<file path="config.mk">
export PLATFORM = sky130hd
export DESIGN_NAME = dee_access
export DESIGN_NICKNAME = d
export VERILOG_FILES = /design/src/hw/dee_pkg.sv /design/src/hw/dee_access.sv
export SDC_FILE = /design/constraint.sdc
export NUM_CORES = 2
export LEC_CHECK = 0
export ABC_AREA = 1
export BUFFER_PORTS_ARGS = -buffer_cell sky130_fd_sc_hd__buf_2
export CAP_MARGIN = 30
export CORE_ASPECT_RATIO = 1.25
export CORE_MARGIN = 10
export CORE_UTILIZATION = 49
export CTS_BUF_LIST = sky130_fd_sc_hd__clkbuf_4
export DETAILED_ROUTE_END_ITERATION = 16
export SLEW_MARGIN = 20
export SYNTH_ARGS = -nofsm -noshare
export SYNTH_HDL_FRONTEND = slang
export SYNTH_SLANG_ARGS = --single-unit
</file>
<file path="constraint.sdc">
create_clock -name clock_in -period 4.26 [get_ports clock_in]
set_clock_uncertainty 0.15 [all_clocks]
set_input_delay 0 -clock clock_in [delete_from_list [all_inputs] [get_ports clock_in]]
set_output_delay 0 -clock clock_in [all_outputs]
set_load 0.01 [all_outputs]
</file>
<file path="src/hw/dee_pkg.sv">
// package: register map, field layout, timing and carrier types of the data eeprom unit
`default_nettype none
package dee_pkg;

    // ==========================================================
    // register indices (byte address is four times the index)
    localparam logic [7:0]  IDX_VALUE    = 8'h9a;
    localparam logic [7:0]  IDX_INDEX    = 8'h9b;
    localparam logic [7:0]  IDX_CONTROL  = 8'h9c;
    localparam logic [7:0]  IDX_UNLOCK   = 8'h9d;
    localparam logic [7:0]  IDX_FLAGS    = 8'ha0;
    localparam logic [7:0]  IDX_MASK     = 8'ha1;
    localparam int          ADDR_W       = 12;

    // ==========================================================
    // control and flags register fields
    localparam int          CTL_RD       = 0;
    localparam int          CTL_WR       = 1;
    localparam int          CTL_PERMIT   = 2;
    localparam int          CTL_FAULT    = 3;
    localparam int          FLAG_DONE    = 0;

    // ==========================================================
    // unlock key bytes and fixed values
    localparam logic [7:0]  KEY_FIRST    = 8'h55;
    localparam logic [7:0]  KEY_SECOND   = 8'haa;
    localparam logic [7:0]  ERASED_BYTE  = 8'hff;
    localparam logic [7:0]  RST_BYTE     = 8'h00;
    localparam logic [1:0]  RESP_OKAY    = 2'h0;
    localparam logic [1:0]  RESP_SLVERR  = 2'h2;
    localparam int          CELLS        = 128;

    // ==========================================================
    // timing: self-timed program operation
    localparam int          CLK_PERIOD_NS = 8;
    localparam int          PROG_TIME_US  = 5;
    localparam int          PROG_CYCLES_DFLT = (PROG_TIME_US * 1000) / CLK_PERIOD_NS;

    // ==========================================================
    // types
    typedef enum logic [1:0] {PH_IDLE, PH_ERASE, PH_WRITE} dee_phase_e;
    typedef enum logic [1:0] {UL_IDLE, UL_HALF, UL_ARMED} dee_unlock_e;

    typedef struct packed {
        logic              awvalid;
        logic [ADDR_W-1:0] awaddr;
        logic              wvalid;
        logic [31:0]       wdata;
        logic [3:0]        wstrb;
        logic              bready;
        logic              arvalid;
        logic [ADDR_W-1:0] araddr;
        logic              rready;
    } dee_axi_req_s;

    typedef struct packed {
        logic        awready;
        logic        wready;
        logic        bvalid;
        logic [1:0]  bresp;
        logic        arready;
        logic        rvalid;
        logic [31:0] rdata;
        logic [1:0]  rresp;
    } dee_axi_rsp_s;

endpackage : dee_pkg
`default_nettype wire

</file>
<file path="src/hw/dee_access.sv">
// data eeprom access unit: 128 byte cells behind index, value, control and unlock registers
//
// How it works
// - 128 byte cells, index 0..7f, reached via index and value registers, read also via programmer port
// - value register is 8 bits: byte to program or byte last read
// - program erases the addressed cell first, then stores the new byte
// - an internal cycle counter times each program operation and signals completion
// - under code protection the cpu still works, programmer port reads zero
// - only index bits 6:0 select the cell, bit 7 ignored
// - control implements four low bits, upper four read zero
// - read and program strobes set-only by software, cleared by hardware at end
// - program only starts while program permit is set
// - program permit is clear after power-up
// - pin or watchdog reset during programming sets fault flag, which survives
// - reset that aborted programming clears index and value registers
// - hardware sets done flag at program end, only a flags read or a reset clears it
// - unlock port stores nothing, reads zero, used only for the unlock sequence
// - control: bit3 fault, bit2 permit, bit1 program strobe, bit0 read strobe
// - brownout ending a program also sets fault; normal completion leaves it zero
//
// The AXI4-Lite interface to the registers was left to the implementer.
`default_nettype none
module dee_access
    import dee_pkg::*;
#(
    parameter int PROG_CYCLES = PROG_CYCLES_DFLT
) (
    // clock and resets
    input  wire logic         clock_in,
    input  wire logic         reset_in,
    input  wire logic         ext_reset_in,
    input  wire logic         watchdog_expiry_in,
    input  wire logic         brownout_detect_in,
    // register bus
    input  wire dee_axi_req_s axi_req_in,
    output var  dee_axi_rsp_s axi_rsp_out,
    // programmer port
    input  wire logic         code_protect_in,
    input  wire logic         programmer_rd_in,
    input  wire logic [6:0]   programmer_addr_in,
    output logic [7:0]        programmer_data_out,
    // interrupt
    output logic              irq_out
);

    // ==========================================================
    // parameter check
    if (PROG_CYCLES < 2) begin : g_bad_cycles
        $error("PROG_CYCLES must be at least 2");
    end

    localparam logic [31:0] ERASE_CNT = 32'(PROG_CYCLES / 2);
    localparam logic [31:0] WRITE_CNT = 32'(PROG_CYCLES - PROG_CYCLES / 2);

    // ==========================================================
    // state
    typedef struct packed {
        logic [CELLS-1:0][7:0] mem;
        logic [7:0]            value;
        logic [7:0]            index;
        logic                  fault;
        logic                  permit;
        logic                  wr;
        logic                  rd;
        dee_phase_e            phase;
        logic [31:0]           cnt;
        logic [6:0]            pidx;
        logic [7:0]            pdata;
        dee_unlock_e           unlock;
        logic [7:0]            flags;
        logic [7:0]            mask;
        logic                  irq;
        logic                  aw_got;
        logic                  w_got;
        logic [ADDR_W-1:0]     awaddr;
        logic [7:0]            wdata;
        logic                  wen;
        logic [7:0]            prog_data;
        dee_axi_rsp_s          rsp;
    } dee_state_s;

    dee_state_s st_ff;
    dee_state_s nxt_st;

    logic                  abort;
    logic                  busy;
    logic [7:0]            rd_byte;
    logic [7:0]            wbyte;
    logic [ADDR_W-1:0]     waddr;
    logic [ADDR_W-1:0]     raddr;
    logic [7:0]            rbyte;
    logic                  rmapped;
    logic                  wmapped;
    logic [CELLS-1:0][7:0] keep_mem;
    logic                  keep_fault;

    assign busy    = (st_ff.phase != PH_IDLE);
    assign rd_byte = st_ff.mem[st_ff.index[6:0]];

    // ==========================================================
    // next state
    always_comb begin
        nxt_st     = st_ff;
        abort      = ext_reset_in | watchdog_expiry_in | brownout_detect_in;
        waddr      = st_ff.awaddr;
        wbyte      = st_ff.wdata;
        raddr      = axi_req_in.araddr;
        rbyte      = RST_BYTE;
        rmapped    = 1'b0;
        wmapped    = 1'b0;
        keep_mem   = st_ff.mem;
        keep_fault = st_ff.fault;

        // bus read; flag clear comes first so a same-cycle set wins
        if (st_ff.rsp.rvalid && axi_req_in.rready) begin
            nxt_st.rsp.rvalid = 1'b0;
        end
        if (st_ff.rsp.arready && axi_req_in.arvalid) begin
            if (raddr == {2'h0, IDX_VALUE, 2'h0}) begin
                rbyte   = st_ff.value;
                rmapped = 1'b1;
            end else if (raddr == {2'h0, IDX_INDEX, 2'h0}) begin
                rbyte   = st_ff.index;
                rmapped = 1'b1;
            end else if (raddr == {2'h0, IDX_CONTROL, 2'h0}) begin
                rbyte   = {4'h0, st_ff.fault, st_ff.permit,
                           st_ff.wr, st_ff.rd};
                rmapped = 1'b1;
            end else if (raddr == {2'h0, IDX_UNLOCK, 2'h0}) begin
                rbyte   = RST_BYTE;
                rmapped = 1'b1;
            end else if (raddr == {2'h0, IDX_FLAGS, 2'h0}) begin
                rbyte        = st_ff.flags;
                rmapped      = 1'b1;
                nxt_st.flags = 8'h00;
            end else if (raddr == {2'h0, IDX_MASK, 2'h0}) begin
                rbyte   = st_ff.mask;
                rmapped = 1'b1;
            end
            nxt_st.rsp.rdata  = {24'h000000, rbyte};
            nxt_st.rsp.rresp  = rmapped ? RESP_OKAY : RESP_SLVERR;
            nxt_st.rsp.rvalid = 1'b1;
        end

        // bus write: address and data taken in either order
        if (st_ff.rsp.bvalid && axi_req_in.bready) begin
            nxt_st.rsp.bvalid = 1'b0;
        end
        if (st_ff.rsp.awready && axi_req_in.awvalid) begin
            nxt_st.aw_got = 1'b1;
            nxt_st.awaddr = axi_req_in.awaddr;
        end
        if (st_ff.rsp.wready && axi_req_in.wvalid) begin
            nxt_st.w_got = 1'b1;
            nxt_st.wdata = axi_req_in.wdata[7:0];
            nxt_st.wen   = axi_req_in.wstrb[0];
        end
        if (st_ff.aw_got && st_ff.w_got && !st_ff.rsp.bvalid) begin
            nxt_st.aw_got = 1'b0;
            nxt_st.w_got  = 1'b0;
            nxt_st.unlock = UL_IDLE;
            if (waddr == {2'h0, IDX_VALUE, 2'h0}) begin
                wmapped = 1'b1;
                if (st_ff.wen) nxt_st.value = wbyte;
            end else if (waddr == {2'h0, IDX_INDEX, 2'h0}) begin
                wmapped = 1'b1;
                if (st_ff.wen) nxt_st.index = wbyte;
            end else if (waddr == {2'h0, IDX_CONTROL, 2'h0}) begin
                wmapped = 1'b1;
                if (st_ff.wen) begin
                    nxt_st.fault  = wbyte[CTL_FAULT];
                    nxt_st.permit = wbyte[CTL_PERMIT];
                    // strobes can only be set here, never cleared
                    if (wbyte[CTL_RD]) nxt_st.rd = 1'b1;
                    if (wbyte[CTL_WR] && st_ff.unlock == UL_ARMED
                        && st_ff.permit && !busy) begin
                        nxt_st.wr    = 1'b1;
                        nxt_st.phase = PH_ERASE;
                        nxt_st.cnt   = ERASE_CNT - 32'h1;
                        nxt_st.pidx  = st_ff.index[6:0];
                        nxt_st.pdata = st_ff.value;
                    end
                end
            end else if (waddr == {2'h0, IDX_UNLOCK, 2'h0}) begin
                wmapped = 1'b1;
                if (st_ff.wen && wbyte == KEY_FIRST) begin
                    nxt_st.unlock = UL_HALF;
                end else if (st_ff.wen && wbyte == KEY_SECOND
                             && st_ff.unlock == UL_HALF) begin
                    nxt_st.unlock = UL_ARMED;
                end
            end else if (waddr == {2'h0, IDX_FLAGS, 2'h0}) begin
                wmapped = 1'b1;
            end else if (waddr == {2'h0, IDX_MASK, 2'h0}) begin
                wmapped = 1'b1;
                if (st_ff.wen) nxt_st.mask = wbyte;
            end
            nxt_st.rsp.bvalid = 1'b1;
            nxt_st.rsp.bresp  = wmapped ? RESP_OKAY : RESP_SLVERR;
        end

        // read strobe: cell byte lands one cycle after the strobe is set
        if (st_ff.rd) begin
            nxt_st.value = rd_byte;
            nxt_st.rd    = 1'b0;
        end

        // self-timed erase then write
        case (st_ff.phase)
            PH_ERASE: begin
                if (st_ff.cnt == 32'h0) begin
                    nxt_st.mem[st_ff.pidx] = ERASED_BYTE;
                    nxt_st.phase           = PH_WRITE;
                    nxt_st.cnt             = WRITE_CNT - 32'h1;
                end else begin
                    nxt_st.cnt = st_ff.cnt - 32'h1;
                end
            end
            PH_WRITE: begin
                if (st_ff.cnt == 32'h0) begin
                    nxt_st.mem[st_ff.pidx]  = st_ff.pdata;
                    nxt_st.phase            = PH_IDLE;
                    nxt_st.wr               = 1'b0;
                    nxt_st.flags[FLAG_DONE] = 1'b1;
                end else begin
                    nxt_st.cnt = st_ff.cnt - 32'h1;
                end
            end
            default: begin
            end
        endcase

        // programmer port, shut off under code protection
        if (code_protect_in) begin
            nxt_st.prog_data = RST_BYTE;
        end else if (programmer_rd_in) begin
            nxt_st.prog_data = st_ff.mem[programmer_addr_in];
        end

        // channel readies follow the pending state
        nxt_st.rsp.awready = !nxt_st.aw_got && !nxt_st.rsp.bvalid;
        nxt_st.rsp.wready  = !nxt_st.w_got && !nxt_st.rsp.bvalid;
        nxt_st.rsp.arready = !nxt_st.rsp.rvalid;

        // device resets: cells are nonvolatile, fault flag survives warm resets
        if (reset_in || abort) begin
            nxt_st             = '0;
            nxt_st.mem         = keep_mem;
            nxt_st.rsp.awready = 1'b1;
            nxt_st.rsp.wready  = 1'b1;
            nxt_st.rsp.arready = 1'b1;
            if (!reset_in) begin
                nxt_st.fault = keep_fault | busy;
            end
        end

        nxt_st.irq = |(nxt_st.flags & nxt_st.mask);
    end

    always_ff @(posedge clock_in) begin
        st_ff <= nxt_st;
    end

    assign axi_rsp_out         = st_ff.rsp;
    assign programmer_data_out = st_ff.prog_data;
    assign irq_out             = st_ff.irq;

    // ==========================================================
    // checks
    property p_rd_load;
        @(posedge clock_in) disable iff (reset_in || abort)
        st_ff.rd |=> !st_ff.rd && st_ff.value == $past(rd_byte);
    endproperty
    a_rd_load: assert property (p_rd_load)
        else $error("read strobe did not load cell");

    property p_upper_zero;
        @(posedge clock_in) disable iff (reset_in)
        st_ff.rsp.rvalid |-> st_ff.rsp.rdata[31:8] == 24'h000000;
    endproperty
    a_upper_zero: assert property (p_upper_zero)
        else $error("upper read bits not zero");

    property p_permit_gate;
        @(posedge clock_in) disable iff (reset_in)
        $rose(st_ff.wr) |-> $past(st_ff.permit) && $past(st_ff.unlock) == UL_ARMED;
    endproperty
    a_permit_gate: assert property (p_permit_gate)
        else $error("program started unpermitted");

    property p_wr_held;
        @(posedge clock_in) disable iff (reset_in || abort)
        st_ff.wr && !(st_ff.phase == PH_WRITE && st_ff.cnt == 32'h0) && !abort && !reset_in
        |=> st_ff.wr;
    endproperty
    a_wr_held: assert property (p_wr_held)
        else $error("program strobe cleared early");

    property p_abort_fault;
        @(posedge clock_in) disable iff (reset_in)
        abort && busy |=> st_ff.fault && st_ff.index == 8'h00 && st_ff.value == 8'h00;
    endproperty
    a_abort_fault: assert property (p_abort_fault)
        else $error("aborted program not flagged");

    property p_done;
        @(posedge clock_in) disable iff (reset_in || abort)
        st_ff.phase == PH_WRITE && st_ff.cnt == 32'h0
        |=> st_ff.flags[FLAG_DONE] && !st_ff.wr && st_ff.mem[st_ff.pidx] == st_ff.pdata;
    endproperty
    a_done: assert property (p_done)
        else $error("program end not reported");

    property p_erase_first;
        @(posedge clock_in) disable iff (reset_in || abort)
        st_ff.phase == PH_ERASE && st_ff.cnt == 32'h0
        |=> st_ff.phase == PH_WRITE && st_ff.mem[st_ff.pidx] == ERASED_BYTE;
    endproperty
    a_erase_first: assert property (p_erase_first)
        else $error("cell not erased first");

    property p_protect;
        @(posedge clock_in) disable iff (reset_in)
        code_protect_in |=> programmer_data_out == 8'h00;
    endproperty
    a_protect: assert property (p_protect)
        else $error("programmer read under protection");

    property p_irq;
        @(posedge clock_in) disable iff (reset_in)
        ##1 irq_out == |(st_ff.flags & st_ff.mask);
    endproperty
    a_irq: assert property (p_irq)
        else $error("interrupt output mismatch");

    property p_unlock_zero;
        @(posedge clock_in) disable iff (reset_in || abort)
        st_ff.rsp.arready && axi_req_in.arvalid
        && axi_req_in.araddr == {2'h0, IDX_UNLOCK, 2'h0} |=> st_ff.rsp.rdata == 32'h0;
    endproperty
    a_unlock_zero: assert property (p_unlock_zero)
        else $error("unlock port read not zero");

    property p_power_clear;
        @(posedge clock_in)
        reset_in |=> !st_ff.permit && !st_ff.fault && !st_ff.wr && !st_ff.rd;
    endproperty
    a_power_clear: assert property (p_power_clear)
        else $error("power reset left permit or strobes set");

    property p_warm_clear;
        @(posedge clock_in) disable iff (reset_in)
        abort |=> st_ff.index == 8'h00 && st_ff.value == 8'h00 && !st_ff.permit;
    endproperty
    a_warm_clear: assert property (p_warm_clear)
        else $error("warm reset kept index or value");

    property p_fault_keep;
        @(posedge clock_in) disable iff (reset_in)
        abort |=> st_ff.fault == ($past(st_ff.fault) || $past(busy));
    endproperty
    a_fault_keep: assert property (p_fault_keep)
        else $error("fault flag wrong after warm reset");

    // cells may only move while a program operation runs
    property p_mem_idle;
        @(posedge clock_in) disable iff (reset_in)
        !busy |=> $stable(st_ff.mem);
    endproperty
    a_mem_idle: assert property (p_mem_idle)
        else $error("cell changed without program");

    property p_done_hw;
        @(posedge clock_in) disable iff (reset_in)
        !st_ff.flags[FLAG_DONE] && !(st_ff.phase == PH_WRITE && st_ff.cnt == 32'h0)
        |=> !st_ff.flags[FLAG_DONE];
    endproperty
    a_done_hw: assert property (p_done_hw)
        else $error("done flag set outside program end");

    property p_prog_hold;
        @(posedge clock_in) disable iff (reset_in || abort)
        !code_protect_in && !programmer_rd_in && !reset_in && !abort
        |=> $stable(programmer_data_out);
    endproperty
    a_prog_hold: assert property (p_prog_hold)
        else $error("programmer data changed without a read");

endmodule : dee_access
`default_nettype wire

</file>
== Word level (Yosys, flattened, before mapping) ==
Cells that the tools add are included.
Word-level totals
  input port bits: 79
  bits in registers: 1160
Cells by class
  add/subtract/negate cells: 1
  $lt $le $gt $ge: 4
  eq/ne operators: 22
  bitwise gates (word level): 8
  mux-type cells: 86
  reductions and logical operators: 42
Operator list (number)
  1024-bit 2-to-1 mux: 2
  1024-bit one-hot mux with 2 select lines: 1
  1024-bit bitwise mux: 1
  1024-bit bitwise OR: 1
  8-bit 2-to-1 mux: 30
  12-bit by 10-bit == test with 1-bit output, second input constant: 12
  144-bit 2-to-1 mux: 1
  8-bit binary-select mux with 7-bit select: 2
  53-bit 2-to-1 mux: 2
  71-bit 2-to-1 mux: 1
  34-bit one-hot mux with 2 select lines: 1
  32-bit 2-to-1 mux: 2
  63-bit 2-to-1 mux: 1
  8-bit demux with 7-bit select: 1
  55-bit 2-to-1 mux: 1
  49-bit 2-to-1 mux: 1
  35-bit 2-to-1 mux: 1
  32-bit zero test: 1
  32-bit by 1-bit subtractor with 32-bit output, second input constant: 1
  1-bit 2-to-1 mux: 26
  7-bit by 8-bit < comparator with 1-bit output, second input constant: 3
  2-bit 2-to-1 mux: 9
  1-bit logical AND: 16
  2-bit nonzero test: 8
  21 further kinds: 38

== Depth between registers and ports, before layout ==
  depth in word-level cells: 15
  depth in mapped cells: 15
  mapped depth without buffers: 14

== Least setup slack after synthesis ==
Ideal clock, no wire load.
  path type: register -> register
  from: register st_ff[106] (netlist bit)
  to: register st_ff, in the netlist keep_mem[152] (enable)
  period minus slack after synthesis: 2.591 ns
  stages on the path, launching flop included: 15
  path slack: 1.669 ns
  setup time: 0.375 ns
  data arrival time: 2.065 ns
  path buffers: 2
  path through: dfxtp_1 inv_1 ha_1 inv_1 nor2_2 nand4_2 inv_2 nand3_2 o21ai_2 inv_2 nor2_4 nand2_2 buf_6 buf_6 a21oi_1
On the way
  word-level cells in the longest chain between the ends: 3
  elaborated cells on any way between the ends: 4
RTL lines
  start, declared: line dee_access.sv:82  | dee_state_s st_ff;
  start signal, assigned: line dee_access.sv:261  | st_ff <= nxt_st;
  32-bit zero test *: line dee_access.sv:211, dee_access.sv:220
  2-bit != test (no source line)
  4-bit AND reduction (no source line) *
Mark *: on every way between the ends. The rest lies on a longest branch, timed or not.
A chain may end at the register's enable or synchronous reset.

== Worst setup path in the final report ==
  from: input axi_req_in[1] (netlist bit)
  to: register st_ff, in the netlist axi_rsp_out[2]
On the way
  word-level cells in the longest chain between the ends: 7
  elaborated cells on any way between the ends: 12
RTL lines
  start, declared: line dee_access.sv:35  | input wire dee_axi_req_s axi_req_in,
  12-bit by 10-bit == test with 1-bit output: line dee_access.sv:136  | end else if (raddr == {2'h0, IDX_MASK, 2'h0}) begin
  8-bit 2-to-1 mux: line dee_access.sv:136
  8-bit 2-to-1 mux: line dee_access.sv:132  | end else if (raddr == {2'h0, IDX_FLAGS, 2'h0}) begin
  8-bit 2-to-1 mux: line dee_access.sv:129  | end else if (raddr == {2'h0, IDX_UNLOCK, 2'h0}) begin
  8-bit 2-to-1 mux: line dee_access.sv:125  | end else if (raddr == {2'h0, IDX_CONTROL, 2'h0}) begin
  8-bit 2-to-1 mux: line dee_access.sv:122  | end else if (raddr == {2'h0, IDX_INDEX, 2'h0}) begin
  8-bit 2-to-1 mux *: line dee_access.sv:119  | if (raddr == {2'h0, IDX_VALUE, 2'h0}) begin
Marked as above.

==> results.yml <==
yosys:
  yosysSeqAreaShare_pct: 47.9
  synth_seq_cells: 1158
  synth.distinct_cells: 51
  synth_area_per_cell_sq_um: 7.60
  synthCells: 9183
  syn_area_sq_um: 69800
  yosysWarningCount: 0
sta:
  tightest_slew_ns: 1.08
  fmax_mhz: 242
  hold_viol: 0
  slew_headroom_pct: 28.3
  post-route-min-period_ns: 4.14
  setup_viol: 0
  fin_crit_sh_pct: 97.1
  drv_slew: 0
  rsz0062_at_grt: "false"
  tns_ns: 0
global_route:
  grt_util_met3_pct: 6.97
  first_global_vias: 65400
  overflow: 0
  grt_max_degree: 185
  grt_use_met1_pct: 41.5
  track_usage_pct: 33.1
  use_met2_pct: 51.3
  antenna_found_initial: 10
  grt_pass1_wl_mm: 407
  grt.busiest_layer: "met2"
cells_and_area:
  synthToLayoutAreaGrowth_pct: 10.4
  fillers: 13400
  layout.cells.non_filler: 11300
  drive_gt1_share_pct: 9.83
  num-nets-final: 9280
  post-route-util_pct: 54.6
floorplan:
  die_w_microns: 357
  die_h_microns: 442
  start_util_pct: 49.4
  num_rows: 154
  die_area_sq_um: 158000
  io_pins: 129
  core_area_sq_um: 141000
critical_path:
  r2r_cells: 13
  arrival_ns: 5.22
  end_kind: "register"
  r2r_slack_ns: 0.24
  worstSetupStartpointType: "primary input"
  worstPathRequired_ns: 5.35
  worstSetupPathType: "in -> reg"
  crit_path_max_fanout: 8
  r2r_end: "programmer_data_out[1]"
  r2r_start: "keep_mem[761]"
cts:
  cts_root_buf: "clkbuf_4"
  path_clk_slew_ns: 0.06
  cts_buffers: 325
  clkLatencyLatePin_ns: 1.36
  htreeDepth: 5
  numClockSinks: 1158
  clk_path_buf_depth: 4
  cts_tree: "yes"
detailed_routing:
  dr.pass1.iters: 7
  dr.first_iter.drc_count: 9601
  final_antenna_net_count: 0
  post_drt_wl_per_cell_microns: 24.2
  routed_wl_mm: 274
  vias: 70000
  drcViolationCount: 0
  drt-vias-per-instance: 6.20
pwr:
  leakagePower_nw: 31.4
  peakVddDrop_mv: 0.207
  p_per_area_nw_per_um2: 307
placed_design:
  gp_congestion: 0.948
  portBuffers: 75
  place_inst: 10600
  dp_hpwl_mm: 166
worst_hold_path:
  hp-class: "in -> reg"
  min_to: "axi_rsp_out[9]"
  hold_path_depth: 8
  hp-start: "axi_req_in[2]"
status:
  run_status: "finished, final reports clean"
job:
  max_cap_viol_count: 0
-- worst max-delay path: stages --
cell and delay (ns):
dlygate4sd3_1 0.55, buf_2 0.13, dlygate4sd3_1 0.58, nor2_2 0.12, dlymetal6s4s_1 0.40, nand2_1 0.08, dlygate4sd3_1 0.58, nor2_1 0.11
dlygate4sd3_1 0.66, nand2_1 0.07, dlygate4sd3_1 0.57, a31o_1 0.21, dlygate4sd3_1 0.55, inv_1 0.06, dlygate4sd3_1 0.55
-- per-layer routing --
layer  vias up  wire [microns]
met5         -              69
met4        10           19300
met3       949           28400
met2      4484          124000
met1     32900          102000
li1      31700               -
-- layout make-up --
class                   instances  area, sq um  share of cell area (%)
diodes                          6         15.0                  0.0195
clock buffers                 462         3470                    4.50
clock inverters                85          398                   0.516
inverters                     121          497                   0.645
multi-input cells            7129        32100                    41.7
flip-flops and latches       1158        33500                    43.4
well taps                    1872         2340                    3.04
repair buffers                462         4760                    6.17
-- report_power, final --
| group | internal, mW | switching [mW] |
|---|---|---|
| Combinational | 0.398 | 0.927 |
| Clock | 5.13 | 5.02 |
| Sequential | 12.2 | 0.00368 |
| Total | 17.7 | 5.95 |
-- cell families (layout without fill, tap and decap cells) --
group,Yosys count,count (layout),share of synthesized area [%]
AO/OA/AOI/OAI,1411,1411,10.8
XOR/XNOR,19,19,0.239
adder cells (fa/ha/maj),4,4,0.0717
buffers and inverters,921,1130,6.37
flip-flops,1158,1158,47.9
other,1,32,0.00538
AND/OR/NAND/NOR,5669,5669,34.5
-- state kept, by name, summed over array words and instances (netlist names) --
register             cells
wbyte                    8
axi_rsp_out             15
irq_out                  1
keep_fault               1
st_ff                   89
waddr                   12
keep_mem              1024
programmer_data_out      8
-- worst max-delay path by stage --
| stage | start | endpoint | slack [ns] | depth (start not counted) |
|---|---|---|---|---|
| 4_1_cts | axi_req_in[1] | axi_rsp_out[2] | 0.06 | 15 |
| 2_1_floorplan | st_ff[106] | keep_mem[152] | 1.67 | 14 |
| 6_report | axi_req_in[1] | axi_rsp_out[2] | 0.12 | 15 |
| 5_1_grt | axi_req_in[1] | axi_rsp_out[2] | 0.1 | 15 |
| 3_5_place_dp | st_ff[106] | keep_mem[800] | 0.89 | 13 |
| 3_3_place_gp | st_ff[106] | keep_mem[803] | 0.93 | 13 |
-- cell usage after synthesis (all sizes together) --
cell / number / area (sq um)
buf: 530 / 2970
o2111ai: 1 / 8.76
a211oi: 2 / 20.0
xnor2: 7 / 61.3
nand2: 3471 / 13000
nor4: 5 / 31.3
ha: 4 / 50.1
edfxtp: 1025 / 30800
nor3b: 1 / 7.51
nor3: 31 / 228
nand3: 2015 / 10100
dfxtp: 133 / 2660
clkinv: 3 / 11.3
or2: 4 / 25.0
clkbuf: 270 / 1010
a31oi: 4 / 25.0
o31ai: 3 / 36.3
o21bai: 1 / 7.51
nor2: 121 / 514
a31o: 1 / 8.76
xor2: 12 / 105
o21a: 8 / 60.1
a21oi: 1268 / 6730
conb: 1 / 3.75
o21ai: 105 / 529
a22oi: 2 / 15.0
a32oi: 1 / 8.76
inv: 118 / 443
nand3b: 2 / 27.5
o211ai: 13 / 97.6
nand4: 19 / 125
a32o: 1 / 10.0
a221oi: 1 / 15.0
-- through the flow --
step	setup slack, ns	hold slack (ns)	power (mW)	area (sq um)
final	0.125	0.0581	23.6	77100
after detailed placement	0.893	0.114	13.6	71200
after CTS	0.0617	0.00727	23.7	77000
after global placement	0.935	0.107	13.6	71200
after floorplan	1.67	-0.00215	13.1	69900
after global routing	0.0972	0.00278	24.4	77100
-- cell usage in the layout (no fill, tap or decap), drive strengths merged, types with 121 or more instances in the layout --
cell type	n
dfxtp	133
clkbuf	462
nor2	121
inv	123
nand2	3471
buf	279
a21oi	1268
dlygate4sd3	181
edfxtp	1025
nand3	2015
-- timing repair --
| item | in CTS | in global routing |
|---|---|---|
| resized for setup | 0 | 5 |
| setup endpoints to repair | 0 | 2 |
| endpoints found under the hold margin | 1159 | 0 |
| buffers inserted | 0 | 1 |
| hold buffers | 184 | 0 |
Power figures use the tool's default switching activity.
